## config.mk

```make
export PLATFORM = sky130hd
export DESIGN_NAME = peepc_host
export DESIGN_NICKNAME = d
export VERILOG_FILES = /design/src/shared/peepc_pkg.sv /design/src/core/peepc_host.sv
export SDC_FILE = /design/constraint.sdc
export NUM_CORES = 1
export LEC_CHECK = 0
export BUFFER_PORTS_ARGS = -buffer_cell sky130_fd_sc_hd__clkbuf_2
export CAP_MARGIN = 20
export CORE_ASPECT_RATIO = 0.7
export CORE_MARGIN = 1.5
export CORE_UTILIZATION = 56
export DETAILED_ROUTE_END_ITERATION = 12
export PLACE_DENSITY = 0.76
export SYNTH_ARGS = -nofsm -noshare
export SYNTH_HDL_FRONTEND = slang
export SYNTH_SLANG_ARGS = --single-unit
```

## constraint.sdc

```tcl
create_clock -name clock_i -period 12.2 [get_ports clock_i]
set_input_delay 0.61 -clock clock_i [delete_from_list [all_inputs] [get_ports clock_i]]
set_output_delay 0.61 -clock clock_i [all_outputs]
set_load 0.01 [all_outputs]
```

## src/shared/peepc_pkg.sv

```systemverilog
// constants and carrier types for the parallel eeprom host controller
// Operation
// - write is strobe pulse, output enable high
// - next byte within load window
// - host keeps page bits fixed per load
// - three-write sequence engages lock
// - prefix sequence allows locked write
// - lock commands follow page timing
// - raised id line reaches id bytes
package peepc_pkg;
  localparam int ADDR_W = 13;
  localparam int DATA_W = 8;
  localparam int CLK_MHZ = 50;
  // strobe low time, ns; must clear the device noise filter
  localparam int STROBE_NS = 100;
  localparam int STROBE_CYC = (STROBE_NS * CLK_MHZ + 999) / 1000;
  // read access time, ns
  localparam int ACCESS_NS = 150;
  localparam int ACCESS_CYC = (ACCESS_NS * CLK_MHZ + 999) / 1000;
  // gap between page bytes, ns
  localparam int GAP_NS = 100;
  localparam int GAP_CYC = (GAP_NS * CLK_MHZ + 999) / 1000;
  localparam int PROG_MS = 10;
  localparam int PROG_CYC = PROG_MS * CLK_MHZ * 1000;
  localparam int LOAD_US = 150;
  localparam int LOAD_CYC = LOAD_US * CLK_MHZ;
  localparam int POLL_BIT = 7;
  localparam int TOGGLE_BIT = 6;
  localparam logic [ADDR_W-1:0] ID_BASE = 13'h1fc0;
  localparam int CNT_W = 24;

  typedef enum logic [1:0] {
    PEEPC_CMD_READ,
    PEEPC_CMD_WRITE,
    PEEPC_CMD_LOCK_ON,
    PEEPC_CMD_LOCK_OFF
  } peepc_cmd_t;

  typedef struct packed {
    peepc_cmd_t cmd;
    logic [ADDR_W-1:0] addr;
    logic [DATA_W-1:0] data;
    logic id_space;
    logic last;
  } peepc_req_t;

  typedef struct packed {
    logic chip_select_n;
    logic output_enable_n;
    logic write_strobe_n;
    logic id_select_address_line;
    logic [ADDR_W-1:0] addr;
  } peepc_pins_t;
endpackage

```

## src/core/peepc_host.sv

```systemverilog
// host controller that drives the page-write parallel eeprom pins
`timescale 1ns/1ps
module peepc_host #(
  parameter int PROG_CYCLES = peepc_pkg::PROG_CYC,
  parameter int LOAD_CYCLES = peepc_pkg::LOAD_CYC,
  parameter int PAGE_BYTES = 64,
  parameter logic [12:0] LOCK_A0 = 13'h1555,
  parameter logic [12:0] LOCK_A1 = 13'h0aaa,
  parameter logic [12:0] LOCK_A2 = 13'h1555,
  parameter logic [7:0] LOCK_D0 = 8'haa,
  parameter logic [7:0] LOCK_D1 = 8'h55,
  parameter logic [7:0] LOCK_D2_ON = 8'ha0,
  parameter logic [7:0] LOCK_D2_OFF = 8'h80,
  parameter logic [7:0] LOCK_D3_OFF = 8'haa,
  parameter logic [7:0] LOCK_D4_OFF = 8'h55,
  parameter logic [7:0] LOCK_D5_OFF = 8'h20
) (
  input wire logic clock_i,
  input wire logic rst_i,
  input wire peepc_pkg::peepc_req_t req_i,
  input wire logic req_valid_i,
  input wire logic lock_prefix_i,
  output logic req_ready_o,
  output logic [7:0] rd_data_o,
  output logic rd_valid_o,
  output logic done_o,
  output logic timeout_o,
  output peepc_pkg::peepc_pins_t pins_o,
  output logic [7:0] data_o,
  output logic data_oe_o,
  input wire logic [7:0] data_i
);
  localparam int CW = peepc_pkg::CNT_W;

  // refused at elaboration: counters too narrow or page out of range
  if (PAGE_BYTES < 1 || PAGE_BYTES > 64 || PROG_CYCLES < 2 ||
      PROG_CYCLES >= (1 << CW) || LOAD_CYCLES <= peepc_pkg::GAP_CYC) begin : g_param_check
    $error("peepc_host: unsupported parameters");
  end

  // ****************************************************
  // state and pin registers
  // ****************************************************
  typedef enum logic [3:0] {
    S_IDLE, S_PREFIX, S_WLOW, S_WGAP, S_WAIT_NEXT, S_RLOW, S_POLL_LOW, S_POLL_GAP
  } peepc_state_t;

  peepc_state_t state;
  logic [CW-1:0] cnt;
  logic [CW-1:0] watch;
  logic [2:0] seq_idx;
  logic [2:0] seq_len;
  logic seq_then_data;
  logic [7:0] last_data;
  logic [12:0] last_addr;
  logic last_id;
  logic [7:0] prev_poll;
  logic poll_first;
  logic poll_tog_only;
  logic [7:0] sync1;
  logic [7:0] sync2;

  // pin data reaches logic through two stages
  always_ff @(posedge clock_i or posedge rst_i) begin
    if (rst_i) begin
      sync1 <= 8'h00;
      sync2 <= 8'h00;
    end else begin
      sync1 <= data_i;
      sync2 <= sync1;
    end
  end

  // ****************************************************
  // lock sequence table
  // ****************************************************
  function automatic logic [20:0] seq_word(input logic off, input logic [2:0] i);
    logic [12:0] a;
    logic [7:0] d;
    a = (i == 3'h1 || i == 3'h4) ? LOCK_A1 : (i == 3'h0 || i == 3'h3) ? LOCK_A0 : LOCK_A2;
    d = LOCK_D0;
    unique case (i)
      3'h0: d = LOCK_D0;
      3'h1: d = LOCK_D1;
      3'h2: d = off ? LOCK_D2_OFF : LOCK_D2_ON;
      3'h3: d = LOCK_D3_OFF;
      3'h4: d = LOCK_D4_OFF;
      default: d = LOCK_D5_OFF;
    endcase
    return {a, d};
  endfunction

  logic seq_off;
  wire [20:0] seq_cur = seq_word(seq_off, seq_idx);
  // lock commands store no data, so only the toggle bit tells the end
  wire poll_busy = !poll_first &&
    ((sync2[peepc_pkg::TOGGLE_BIT] != prev_poll[peepc_pkg::TOGGLE_BIT]) ||
     (!poll_tog_only &&
      sync2[peepc_pkg::POLL_BIT] != last_data[peepc_pkg::POLL_BIT]));
  wire same_page = req_i.addr[12:6] == last_addr[12:6] && req_i.id_space == last_id;
  wire next_ok = req_valid_i && req_i.cmd == peepc_pkg::PEEPC_CMD_WRITE && same_page;
  wire [CW-1:0] strobe_n = CW'(peepc_pkg::STROBE_CYC);
  wire [CW-1:0] gap_n = CW'(peepc_pkg::GAP_CYC);
  wire [CW-1:0] acc_n = CW'(peepc_pkg::ACCESS_CYC);

  // ****************************************************
  // sequencer
  // ****************************************************
  always_ff @(posedge clock_i or posedge rst_i) begin
    if (rst_i) begin
      state <= S_IDLE;
      cnt <= '0;
      watch <= '0;
      seq_idx <= 3'h0;
      seq_len <= 3'h0;
      seq_off <= 1'b0;
      seq_then_data <= 1'b0;
      last_data <= 8'h00;
      last_addr <= 13'h0000;
      last_id <= 1'b0;
      prev_poll <= 8'h00;
      poll_first <= 1'b1;
      poll_tog_only <= 1'b0;
      pins_o <= '{chip_select_n: 1'b1, output_enable_n: 1'b1, write_strobe_n: 1'b1,
                  id_select_address_line: 1'b0, addr: 13'h0000};
      data_o <= 8'h00;
      data_oe_o <= 1'b0;
      req_ready_o <= 1'b0;
      rd_data_o <= 8'h00;
      rd_valid_o <= 1'b0;
      done_o <= 1'b0;
      timeout_o <= 1'b0;
    end else begin
      rd_valid_o <= 1'b0;
      done_o <= 1'b0;
      timeout_o <= 1'b0;
      cnt <= (cnt != '0) ? cnt - CW'(1) : cnt;
      watch <= (watch != '0) ? watch - CW'(1) : watch;
      unique case (state)
        S_IDLE: begin
          req_ready_o <= 1'b1;
          if (req_valid_i && req_ready_o) begin
            req_ready_o <= 1'b0;
            last_addr <= req_i.addr;
            last_id <= req_i.id_space;
            last_data <= req_i.data;
            pins_o.id_select_address_line <= req_i.id_space;
            poll_tog_only <= req_i.cmd != peepc_pkg::PEEPC_CMD_WRITE;
            if (req_i.cmd == peepc_pkg::PEEPC_CMD_READ) begin
              pins_o.addr <= req_i.addr;
              pins_o.chip_select_n <= 1'b0;
              pins_o.output_enable_n <= 1'b0;
              cnt <= acc_n + CW'(2);
              state <= S_RLOW;
            end else begin
              seq_off <= req_i.cmd == peepc_pkg::PEEPC_CMD_LOCK_OFF;
              seq_len <= (req_i.cmd == peepc_pkg::PEEPC_CMD_LOCK_OFF) ? 3'h6 : 3'h3;
              seq_then_data <= req_i.cmd == peepc_pkg::PEEPC_CMD_WRITE;
              seq_idx <= 3'h0;
              state <= (req_i.cmd != peepc_pkg::PEEPC_CMD_WRITE || lock_prefix_i) ?
                       S_PREFIX : S_WLOW;
              if (req_i.cmd == peepc_pkg::PEEPC_CMD_WRITE && !lock_prefix_i) begin
                pins_o.addr <= req_i.addr;
                data_o <= req_i.data;
                pins_o.output_enable_n <= 1'b1;
                pins_o.chip_select_n <= 1'b0;
                pins_o.write_strobe_n <= 1'b0;
                data_oe_o <= 1'b1;
                cnt <= strobe_n;
              end
            end
          end
        end
        S_PREFIX: begin
          // sequence bytes go at page-load pace
          pins_o.addr <= seq_cur[20:8];
          data_o <= seq_cur[7:0];
          pins_o.id_select_address_line <= 1'b0;
          pins_o.chip_select_n <= 1'b0;
          pins_o.write_strobe_n <= 1'b0;
          data_oe_o <= 1'b1;
          cnt <= strobe_n;
          seq_idx <= seq_idx + 3'h1;
          state <= S_WLOW;
        end
        S_WLOW: begin
          // held long enough to pass the glitch filter
          if (cnt == '0) begin
            pins_o.write_strobe_n <= 1'b1;
            pins_o.chip_select_n <= 1'b1;
            cnt <= gap_n;
            state <= S_WGAP;
          end
        end
        S_WGAP: begin
          if (cnt == '0) begin
            data_oe_o <= 1'b0;
            watch <= CW'(LOAD_CYCLES) - gap_n - CW'(1);
            if (seq_idx != 3'h0 && seq_idx < seq_len) begin
              state <= S_PREFIX;
            end else if (seq_idx != 3'h0 && seq_then_data) begin
              seq_idx <= 3'h0;
              pins_o.addr <= last_addr;
              pins_o.id_select_address_line <= last_id;
              data_o <= last_data;
              pins_o.chip_select_n <= 1'b0;
              pins_o.write_strobe_n <= 1'b0;
              data_oe_o <= 1'b1;
              cnt <= strobe_n;
              state <= S_WLOW;
            end else begin
              seq_idx <= 3'h0;
              req_ready_o <= seq_then_data;
              state <= S_WAIT_NEXT;
            end
          end
        end
        S_WAIT_NEXT: begin
          // more bytes of the same page, else let the window lapse
          if (req_valid_i && req_ready_o && next_ok && !req_i.last && watch != '0) begin
            req_ready_o <= 1'b0;
            last_data <= req_i.data;
            last_addr <= req_i.addr;
            pins_o.addr <= req_i.addr;
            data_o <= req_i.data;
            pins_o.chip_select_n <= 1'b0;
            pins_o.write_strobe_n <= 1'b0;
            data_oe_o <= 1'b1;
            cnt <= strobe_n;
            state <= S_WLOW;
          end else if ((req_valid_i && req_ready_o && next_ok) || watch == '0) begin
            if (req_valid_i && req_ready_o && next_ok && watch != '0) begin
              last_data <= req_i.data;
              last_addr <= req_i.addr;
              pins_o.addr <= req_i.addr;
              data_o <= req_i.data;
              pins_o.chip_select_n <= 1'b0;
              pins_o.write_strobe_n <= 1'b0;
              data_oe_o <= 1'b1;
              cnt <= strobe_n;
              seq_then_data <= 1'b0;
              state <= S_WLOW;
            end else begin
              pins_o.addr <= last_addr;
              poll_first <= 1'b1;
              watch <= CW'(PROG_CYCLES);
              state <= S_POLL_GAP;
            end
            req_ready_o <= 1'b0;
          end else if (!seq_then_data) begin
            req_ready_o <= 1'b0;
            if (watch == '0 || seq_idx == 3'h0) begin
              pins_o.addr <= last_addr;
              poll_first <= 1'b1;
              watch <= CW'(PROG_CYCLES);
              cnt <= CW'(LOAD_CYCLES);
              state <= S_POLL_GAP;
            end
          end
        end
        S_POLL_GAP: begin
          // programming starts once the load window lapses
          if (cnt == '0) begin
            pins_o.chip_select_n <= 1'b0;
            pins_o.output_enable_n <= 1'b0;
            cnt <= acc_n + CW'(2);
            state <= S_POLL_LOW;
          end
        end
        S_POLL_LOW: begin
          if (cnt == '0) begin
            pins_o.chip_select_n <= 1'b1;
            pins_o.output_enable_n <= 1'b1;
            prev_poll <= sync2;
            poll_first <= 1'b0;
            cnt <= gap_n;
            if (!poll_first && !poll_busy) begin
              done_o <= 1'b1;
              state <= S_IDLE;
            end else if (watch == '0) begin
              timeout_o <= 1'b1;
              state <= S_IDLE;
            end else begin
              state <= S_POLL_GAP;
            end
          end
        end
        S_RLOW: begin
          if (cnt == '0) begin
            pins_o.chip_select_n <= 1'b1;
            pins_o.output_enable_n <= 1'b1;
            rd_data_o <= sync2;
            rd_valid_o <= 1'b1;
            state <= S_IDLE;
          end
        end
        default: state <= S_IDLE;
      endcase
    end
  end
endmodule

```

==> reports/metrics.csv, run 1 <==
stage,metric,value,unit
status,status,"finished, final reports clean",
finish,layout_commonest_cell,dfrtp_1,
setup_path,reg2reg_slack,8.81,ns
global_route,antenna_found_initial,0,
cts,clk_path_buf_depth,2,
setup_path,cp_max_fo,16,
logic_synthesis,ys_ff_latch,137,
floorplan,fp.dieH,97.6,um
timing,fmax,295,MHz
place,dp_slack,8.64,ns
power,peakVddDrop,0.0000951,V
timing,drv_slew,0,
logic_synthesis,ys_types,74,
setup_path,worstSetupPathType,flop to flop,
setup_path,max_stage_delay,0.75,ns
setup_path,start_kind,flop,
route,dr.pass1.iters,6,
power,powerDensity,120,nW/um2
global_route,gr-usage-all-layers,0.269,
setup_path,worstSetupEndpointType,flop,
job,drv_cap,0,
floorplan,dieWidth,138,um
timing,setup_ws,8.81,ns
timing,fin_worst_skew,0.0115,ns
timing,rsz0062_at_grt,no,
logic_synthesis,synth.yosys.seq_area_share,0.479,
floorplan,core,12500,um2
global_route,use_met3,0.0734,
timing,tightest_slew,1.09,ns
setup_path,path_cells,inv_1 -> ha_1 -> nor2b_1 -> or3b_1 -> nor2_8 -> a21oi_1 -> nor2b_1 -> mux2_2,
finish,layout-drive-gt1-share,0.234,
global_route,grt_max_degree,85,
route,vias_per_cell,6.08,
logic_synthesis,synthCells,691,
timing,setup_viol,0,
cts,holdBufCountCts,0,
logic_synthesis,synth-edff-count,0,
cts,cts_max_level,4,
setup_path,worstPathRequired,12.50,ns
finish,area_delta_synth_final,15.2,%
setup_path,path_delay_family,simple AND/OR/NAND/NOR gates,
place,place_hpwl,12.3,mm
timing,period_needed,3.39,ns
finish,final_cell_mix,"133 x dfrtp_1, 74 x nor2_1, 74 x clkbuf_2",
floorplan,die_area,13500,um2
global_route,grt_pass1_vias,5608,
logic_synthesis,synth_area_per_cell,10.4,um2
setup_path,path_depth,8,
global_route,grt_busiest_layer,met2,
cts,cts_tree,done,
logic_synthesis,synth_top_area_cell,dfrtp_1,
cts,clkTransAtPathRegs,0.06,ns
floorplan,start_util,0.575,
timing,setup_tns,0,ns
global_route,use_met2,0.398,
cts,postCtsSetupRepairBufs,0,
setup_path,critPathSlowestCell,nor2b_1,
finish,antennaDiodeCount,0,
worst_hold_path,hold_class,primary input to async pin,
setup_path,critPathBufInv,1,
setup_path,r2r_cells,8,
logic_synthesis,synth.area.top_cells,"dfrtp_1 46%, mux2_2 5.5%, nor2_1 3.9%",
global_route,grt_pass1_wl,28.8,mm
logic_synthesis,synth_top_area_frac,0.465,
global_route,met1_usage,0.383,
cts,cts-root-buf,clkbuf_16,
cts,postCtsResizedCells,0,
global_route,grt_overflow,0,
power,p_leak,3.66,nW
route,dr.first_iter.drc_count,534,
floorplan,rows,34,
route,finalWirelength,17.5,mm
setup_path,path_common_cell,nor2b_1,
logic_synthesis,synthArstFlopShare,1.00,
floorplan,io_pins,75,
logic_synthesis,synthFlopType,dfrtp_1,
route,wire_per_inst,18.7,um
finish,fin_nets,812,
setup_path,arrival,3.69,ns
cts,clk_latency,0.42,ns
cts,cts_made_buffers,17,
logic_synthesis,synthesis.area,7160,um2
route,drcViolationCount,0,
timing,maxSlewHeadroom,0.264,
cts,cts.sink_count,137,
place,numPortBuffers,74,
timing,finalHoldViolCount,0,
route,vias,5712,
logic_synthesis,synth_fp_nets,739,
place,place.gp.congestion,0.980,
logic_synthesis,yosysWarnings,0,
route,final_antenna_net_count,0,
timing,fin_crit_sh,0.278,
## power breakdown
group          total, mW  switching (mW)  internal, mW
combinational     0.0265          0.0172       0.00924
sequential         0.458        0.000897         0.457
clock              0.505           0.202         0.303
total              0.990           0.220         0.770
## per-stage QoR
stage	total power, mW	utilization	hold slack [ns]	cells	area, um2
after detailed placement	0.492	0.611	0.335	904	7620
after floorplan	0.479	-	0.331	691	7160
after CTS	0.994	0.658	0.281	936	8200
after global routing	1.02	0.662	0.278	939	8250
final	0.990	0.662	0.269	939	8250
after global placement	0.491	0.611	0.334	904	7620
## final cells by class
cell class / count / area, um2
Fill cell: 954 / 4210
Multi-Input combinational cell: 508 / 3510
Sequential cell: 137 / 3430
Timing Repair Buffer: 81 / 450
Clock buffer: 20 / 437
Tap cell: 162 / 203
Clock inverter: 12 / 143
Inverter: 19 / 73.8
## Yosys cell counts (5+ instances only)
cell / count
nor3_1: 23
a21oi_1: 36
clkbuf_1: 13
nor2_1: 75
xnor2_1: 28
nand3_1: 13
ha_1: 11
or3_1: 10
nand2b_1: 10
or4_1: 5
buf_2: 6
xor2_1: 24
o2bb2ai_1: 12
a21o_1: 5
mux2_1: 11
nand2_1: 45
nor2b_1: 14
nor4_1: 17
dfrtp_1: 133
o21ai_0: 30
inv_1: 17
mux2_2: 35
mux2_4: 10
o31ai_1: 11
a31oi_1: 9
## kinds of logic (layout without fill, tap and decap cells)
| group | count (synthesis) | count (layout) | share of synthesized area |
|---|---|---|---|
| flops | 137 | 137 | 0.479 |
| mux | 56 | 56 | 0.0933 |
| fa+ha+maj | 11 | 11 | 0.0192 |
| simple gates | 245 | 245 | 0.177 |
| xor+xnor | 52 | 52 | 0.0636 |
| buf+inv | 46 | 132 | 0.0309 |
| compound gates | 144 | 144 | 0.136 |
## worst paths after layout
path                           start    endpoint
max reg2reg                   cnt[0]   data_o[6]
max in group asynchronous      rst_i  pins_o[15]
min in group clock_i       data_i[0]    sync1[0]
min reg2reg                 sync1[6]    sync2[6]
min                            rst_i   pins_o[2]
max                           cnt[0]   data_o[6]
## flip-flops by register name (all words and copies together), names as in the netlist, 13 cells and up
signal     flops
cnt           24
last_addr     13
pins_o        17
watch         24
## routing by layer
layer / vias to the layer above / part of all wire
li1: 2637 / -
met5: - / 0
met1: 2807 / 0.46
met4: 0 / 0.017
met3: 31 / 0.079
met2: 237 / 0.45
Power figures use the tool's default switching activity.
==> run 2: changes to the inputs <==
clock period = 3.3 ns   (was 12.2 ns; I/O delays follow)
==> reports/metrics.csv, run 2 (same netlist as run 1, synthesis figures left out) <==
stage,metric,value,unit,change
status,status,"finished, final reports clean",,
cts,cts_tree,done,,
setup_path,worstSetupPathType,flop to flop,,
timing,hold_slack,0.00961,ns,-0.259 ns
setup_path,path_cells,or4_4 -> or3b_1 -> nor2_8 -> inv_2 -> ha_1 -> o21ai_0 -> o211ai_1 -> nor4b_1 -> nor2_1,,
finish,layout-drive-gt1-share,0.258,,+0.0239
floorplan,dieWidth,138,um,unchanged
worst_hold_path,hold_class,primary input to flop,,
finish,final_cell_mix,"133 x dfrtp_1, 74 x nor2_1, 74 x clkbuf_2",,
timing,fin_crit_sh,0.898,,+0.621
route,finalWirelength,18.5,mm,+5.6%
route,vias,5940,,+4.0%
setup_path,r2r_cells,9,,+1
route,drcViolationCount,0,,unchanged
cts,cts_made_buffers,17,,unchanged
route,final_antenna_net_count,0,,unchanged
floorplan,die_area,13500,um2,unchanged
timing,finalHoldViolCount,0,,unchanged
route,dr.first_iter.drc_count,532,,-0.37%
timing,maxSlewHeadroom,0.534,,+0.270
cts,cts_max_level,4,,unchanged
timing,tightest_slew,0.692,ns,-0.402 ns
floorplan,core,12500,um2,unchanged
finish,instances_no_fill,987,,+5.1%
timing,fmax,337,MHz,+14%
setup_path,path_depth,9,,+1
place,place_hpwl,12.7,mm,+3.3%
setup_path,worstPathRequired,3.60,ns,-8.90 ns
global_route,grt_max_degree,72,,-15%
setup_path,critPathBufInv,1,,unchanged
route,dr.pass1.iters,5,,-1
cts,clk_latency,0.42,ns,about the same
finish,antennaDiodeCount,0,,unchanged
global_route,gr-usage-all-layers,0.283,,+0.0139
worst_hold_path,hp-start,req_i[6],,
floorplan,rows,34,,unchanged
power,peakVddDrop,0.000334,V,+250%
route,wire_per_inst,18.7,um,+0.43%
floorplan,fp.dieH,97.6,um,unchanged
place,numPortBuffers,74,,unchanged
power,p_leak,3.92,nW,+7.3%
global_route,grt_pass1_wl,30.6,mm,+6.5%
route,vias_per_cell,6.02,,-1.1%
cts,cts-root-buf,clkbuf_16,,
setup_path,worstSetupEndpointType,flop,,
place,placedInstanceArea,7860,um2,+3.1%
setup_path,path_delay_family,simple AND/OR/NAND/NOR gates,,
place,dp_cells,934,,+3.3%
power,powerDensity,445,nW/um2,+270%
setup_path,reg2reg_from,cnt[16],,
worst_hold_path,hold_end,last_data[4],,
finish,fin_nets,860,,+5.9%
job,drv_cap,0,,unchanged
setup_path,start_kind,flop,,
timing,fin_worst_skew,0.0161,ns,+0.00454 ns
floorplan,io_pins,75,,unchanged
cts,clkTransAtPathRegs,0.06,ns,about the same
place,place.gp.congestion,0.983,,+0.28%
cts,cts.sink_count,137,,unchanged
timing,drv_slew,0,,unchanged
timing,setup_viol,0,,unchanged
cts,postCtsSetupRepairBufs,0,,unchanged
setup_path,critPathSlowestCell,or4_4,,
finish,layout_commonest_cell,dfrtp_1,,
timing,period_needed,2.96,ns,-0.422 ns
floorplan,start_util,0.575,,unchanged
setup_path,max_stage_delay,0.55,ns,-0.20 ns
setup_path,reg2reg_slack,0.34,ns,-8.48 ns
finish,finalInstanceArea,8720,um2,+5.7%
setup_path,arrival,3.26,ns,-0.43 ns
cts,clk_path_buf_depth,2,,unchanged
global_route,grt_overflow,0,,unchanged
global_route,grt_pass1_vias,6084,,+8.5%
setup_path,rr_endpoint,cnt[0],,
finish,area_delta_synth_final,21.8,%,
finish,reg.largest.list,"cnt (24), watch (24), pins_o (17)",,
timing,rsz0062_at_grt,no,,
worst_hold_path,hold_depth,2,,
setup_path,cp_max_fo,10,,-6
global_route,antenna_found_initial,0,,unchanged
timing,setup_tns,0,ns,unchanged
cts,postCtsResizedCells,0,,unchanged
run 2: cell count changes in the layout (fill, tap and decap cells not counted), sizes merged:
cell,previous run,this run
bufinv,2,3
clkbuf,95,91
inv,21,28
dlygate4sd3,0,20
clkinv,4,2
clkinvlp,4,1
buf,6,35
run 2: report_power, final:
part / switching (mW) / internal (mW)
combinational: 0.0701 / 0.0518
clock: 0.831 / 1.24
sequential: 0.00347 / 1.69
run 2: worst reg2reg max path: stages, from the launching register on:
cell	delay [ns]
dfrtp_1	0.44
or4_4	0.55
or3b_1	0.55
nor2_8	0.21
inv_2	0.12
ha_1	0.35
o21ai_0	0.10
o211ai_1	0.20
nor4b_1	0.24
nor2_1	0.08
run 2: per-stage QoR:
stage | util | setup slack, ns | total power, mW
6_report | 0.700 | 0.336 | 3.89
5_1_grt | 0.700 | 0.191 | 4.01
4_1_cts | 0.698 | 0.359 | 3.92
3_5_place_dp | 0.631 | 0.376 | 1.83
3_3_place_gp | 0.631 | 0.432 | 1.82
2_1_floorplan | - | 0.603 | 1.77
run 2: how the worst max path moves through the flow:
| stage | startpoint | slack, ns | endpoint |
|---|---|---|---|
| global route | cnt[16] | 0.19 | cnt[0] |
| floorplan | cnt[17] | 0.60 | cnt[0] |
| CTS | cnt[16] | 0.36 | cnt[0] |
| detailed placement | cnt[17] | 0.38 | cnt[0] |
| finish | cnt[16] | 0.34 | cnt[0] |
| global placement | cnt[17] | 0.43 | cnt[0] |
run 2: cell type report:
cell class,instances,area (um2)
repair buffers,129,858
inverters,19,75.1
well taps,162,203
clock inverters,15,218
flip-flops and latches,137,3430
multi-input cells,508,3510
clock buffers,17,425
fillers,875,3740
run 2: repair_timing:
action | 4_1_cts | 5_1_grt
hold endpoints to repair | 55 | 0
endpoints found under the setup margin | 0 | 0
hold buffers | 20 | 0
run 2: per-layer routing:
metal	up-vias	wire length [um]	GRT usage
met3	33	1430	0.0729
met5	-	0	0
met4	0	345	0.0955
li1	2735	-	-
met2	257	8440	0.435
met1	2915	8290	0.392
==> run 3: changes to the inputs <==
clock period = 3.58 ns   (was 3.3 ns; I/O delays follow)
==> reports/metrics.csv, run 3 (same netlist as run 1, synthesis figures left out) <==
stage,metric,value,unit,change
route,vias,5855,,-1.4%
setup_path,arrival,3.44,ns,+0.18 ns
timing,period_needed,3.14,ns,+0.171 ns
setup_path,cp_max_fo,9,,-1
timing,setup_viol,0,,unchanged
floorplan,core,12500,um2,unchanged
finish,finalInstanceArea,8530,um2,-2.2%
timing,setup_tns,0,ns,unchanged
timing,tightest_slew,0.872,ns,+0.180 ns
cts,clk_path_buf_depth,2,,unchanged
timing,rsz0062_at_grt,no,,
route,finalWirelength,18.1,mm,-2.0%
cts,postCtsSetupRepairBufs,0,,unchanged
worst_hold_path,hold_class,primary input to flop,,
finish,antennaDiodeCount,0,,unchanged
place,placedInstanceArea,7770,um2,-1.1%
timing,fin_crit_sh,0.876,,-0.0224
route,vias_per_cell,6.04,,+0.40%
floorplan,rows,34,,unchanged
power,peakVddDrop,0.000387,V,+16%
setup_path,critPathBufInv,1,,unchanged
finish,reg.largest.list,"cnt (24), watch (24), pins_o (17)",,
finish,fin_nets,844,,-1.9%
setup_path,worstSetupEndpointType,flop,,
floorplan,dieWidth,138,um,unchanged
route,dr.pass1.iters,5,,unchanged
cts,cts_max_level,4,,unchanged
global_route,gr-usage-all-layers,0.284,,+0.000994
floorplan,io_pins,75,,unchanged
setup_path,worstPathRequired,3.88,ns,+0.28 ns
floorplan,die_area,13500,um2,unchanged
finish,fin_util,0.685,,-0.0152
setup_path,max_stage_delay,0.66,ns,+0.11 ns
finish,layout-drive-gt1-share,0.244,,-0.0141
finish,area_delta_synth_final,19.1,%,
finish,layout_commonest_cell,dfrtp_1,,
cts,clkTransAtPathRegs,0.06,ns,about the same
route,drcViolationCount,0,,unchanged
setup_path,worstSetupPathType,flop to flop,,
timing,fmax,319,MHz,-5.5%
global_route,grt_pass1_wl,30.4,mm,-0.68%
timing,setup_ws,0.444,ns,+0.109 ns
cts,cts-root-buf,clkbuf_16,,
global_route,antenna_found_initial,0,,unchanged
power,p_leak,3.81,nW,-3.0%
place,place.gp.congestion,0.970,,-1.3%
setup_path,start_kind,flop,,
place,numPortBuffers,74,,unchanged
timing,finalHoldViolCount,0,,unchanged
place,dp_cells,922,,-1.3%
finish,num-fill-cells,894,,+2.2%
cts,cts_made_buffers,17,,unchanged
job,drv_cap,0,,unchanged
finish,instances_no_fill,969,,-1.8%
cts,cts.sink_count,137,,unchanged
setup_path,path_delay_family,simple AND/OR/NAND/NOR gates,,
cts,clk_latency,0.42,ns,about the same
route,wire_per_inst,18.7,um,-0.14%
timing,maxSlewHeadroom,0.414,,-0.120
setup_path,critPathSlowestCell,o31ai_1,,
timing,hold_slack,0.00401,ns,-0.00560 ns
global_route,grt_max_degree,64,,-11%
route,final_antenna_net_count,0,,unchanged
route,dr.first_iter.drc_count,514,,-3.4%
global_route,grt_overflow,0,,unchanged
setup_path,path_cells,nand4b_1 -> nor4_1 -> nand3_1 -> o31ai_1 -> nor2b_1 -> buf_4 -> mux2_2,,
floorplan,fp.dieH,97.6,um,unchanged
cts,cts_tree,done,,
power,p_total,3.45,mW,-11%
power,powerDensity,404,nW/um2,-9.3%
timing,fin_worst_skew,0.0112,ns,-0.00485 ns
place,place_hpwl,12.6,mm,-0.89%
timing,drv_slew,0,,unchanged
finish,final_cell_mix,"133 x dfrtp_1, 74 x nor2_1, 74 x clkbuf_2",,
floorplan,start_util,0.575,,unchanged
global_route,grt_pass1_vias,6010,,-1.2%
place,dp_slack,0.484,ns,+0.108 ns
status,status,"finished, final reports clean",,
==> run 3: power breakdown <==
group          leakage, nW  switching [mW]  internal [mW]
Sequential            1.66         0.00327           1.56
Combinational         1.87          0.0615         0.0426
Clock                0.280           0.684           1.10
==> run 3: cell type report <==
| type | instances | area [um2] | area share |
|---|---|---|---|
| inverter | 19 | 75.1 | 0.00880 |
| timing repair buffer | 113 | 718 | 0.0842 |
| tap | 162 | 203 | 0.0238 |
| clock inverter | 12 | 165 | 0.0194 |
| sequential | 137 | 3430 | 0.402 |
| multi-input combinational | 508 | 3510 | 0.411 |
| clock buffer | 18 | 429 | 0.0503 |
==> run 3: repair_timing <==
item                      CTS  global route
hold buffers               17             0
hold endpoints to repair   50             0
gates resized for setup     0             0
==> run 3: per-layer routing <==
layer  routed length [um]  global-route usage
met1                 8100               0.397
met2                 8370               0.438
met3                 1410              0.0734
met4                  260              0.0826
met5                    0                   0
==> run 3: worst register-to-register path, stage by stage, from the launching register on <==
cell	delay, ns
dfrtp_1	0.40
nand4b_1	0.16
nor4_1	0.62
nand3_1	0.41
o31ai_1	0.66
nor2b_1	0.21
buf_4	0.20
mux2_2	0.36
==> run 3: path summary, 6_finish.rpt <==
path | from | endpoint | slack, ns | depth (start not counted)
min in group asynchronous | rst_i | watch[21] | 0.45 | 3
worst max register to register | req_ready_o | data_o[2] | 0.44 | 7
worst min register to register | sync1[1] | sync2[1] | 0.35 | 0
max in group asynchronous | rst_i | pins_o[15] | 2.13 | 4
worst min-delay path | req_i[3] | last_data[1] | 0.004 | 2
worst max-delay path | req_ready_o | data_o[2] | 0.44 | 7
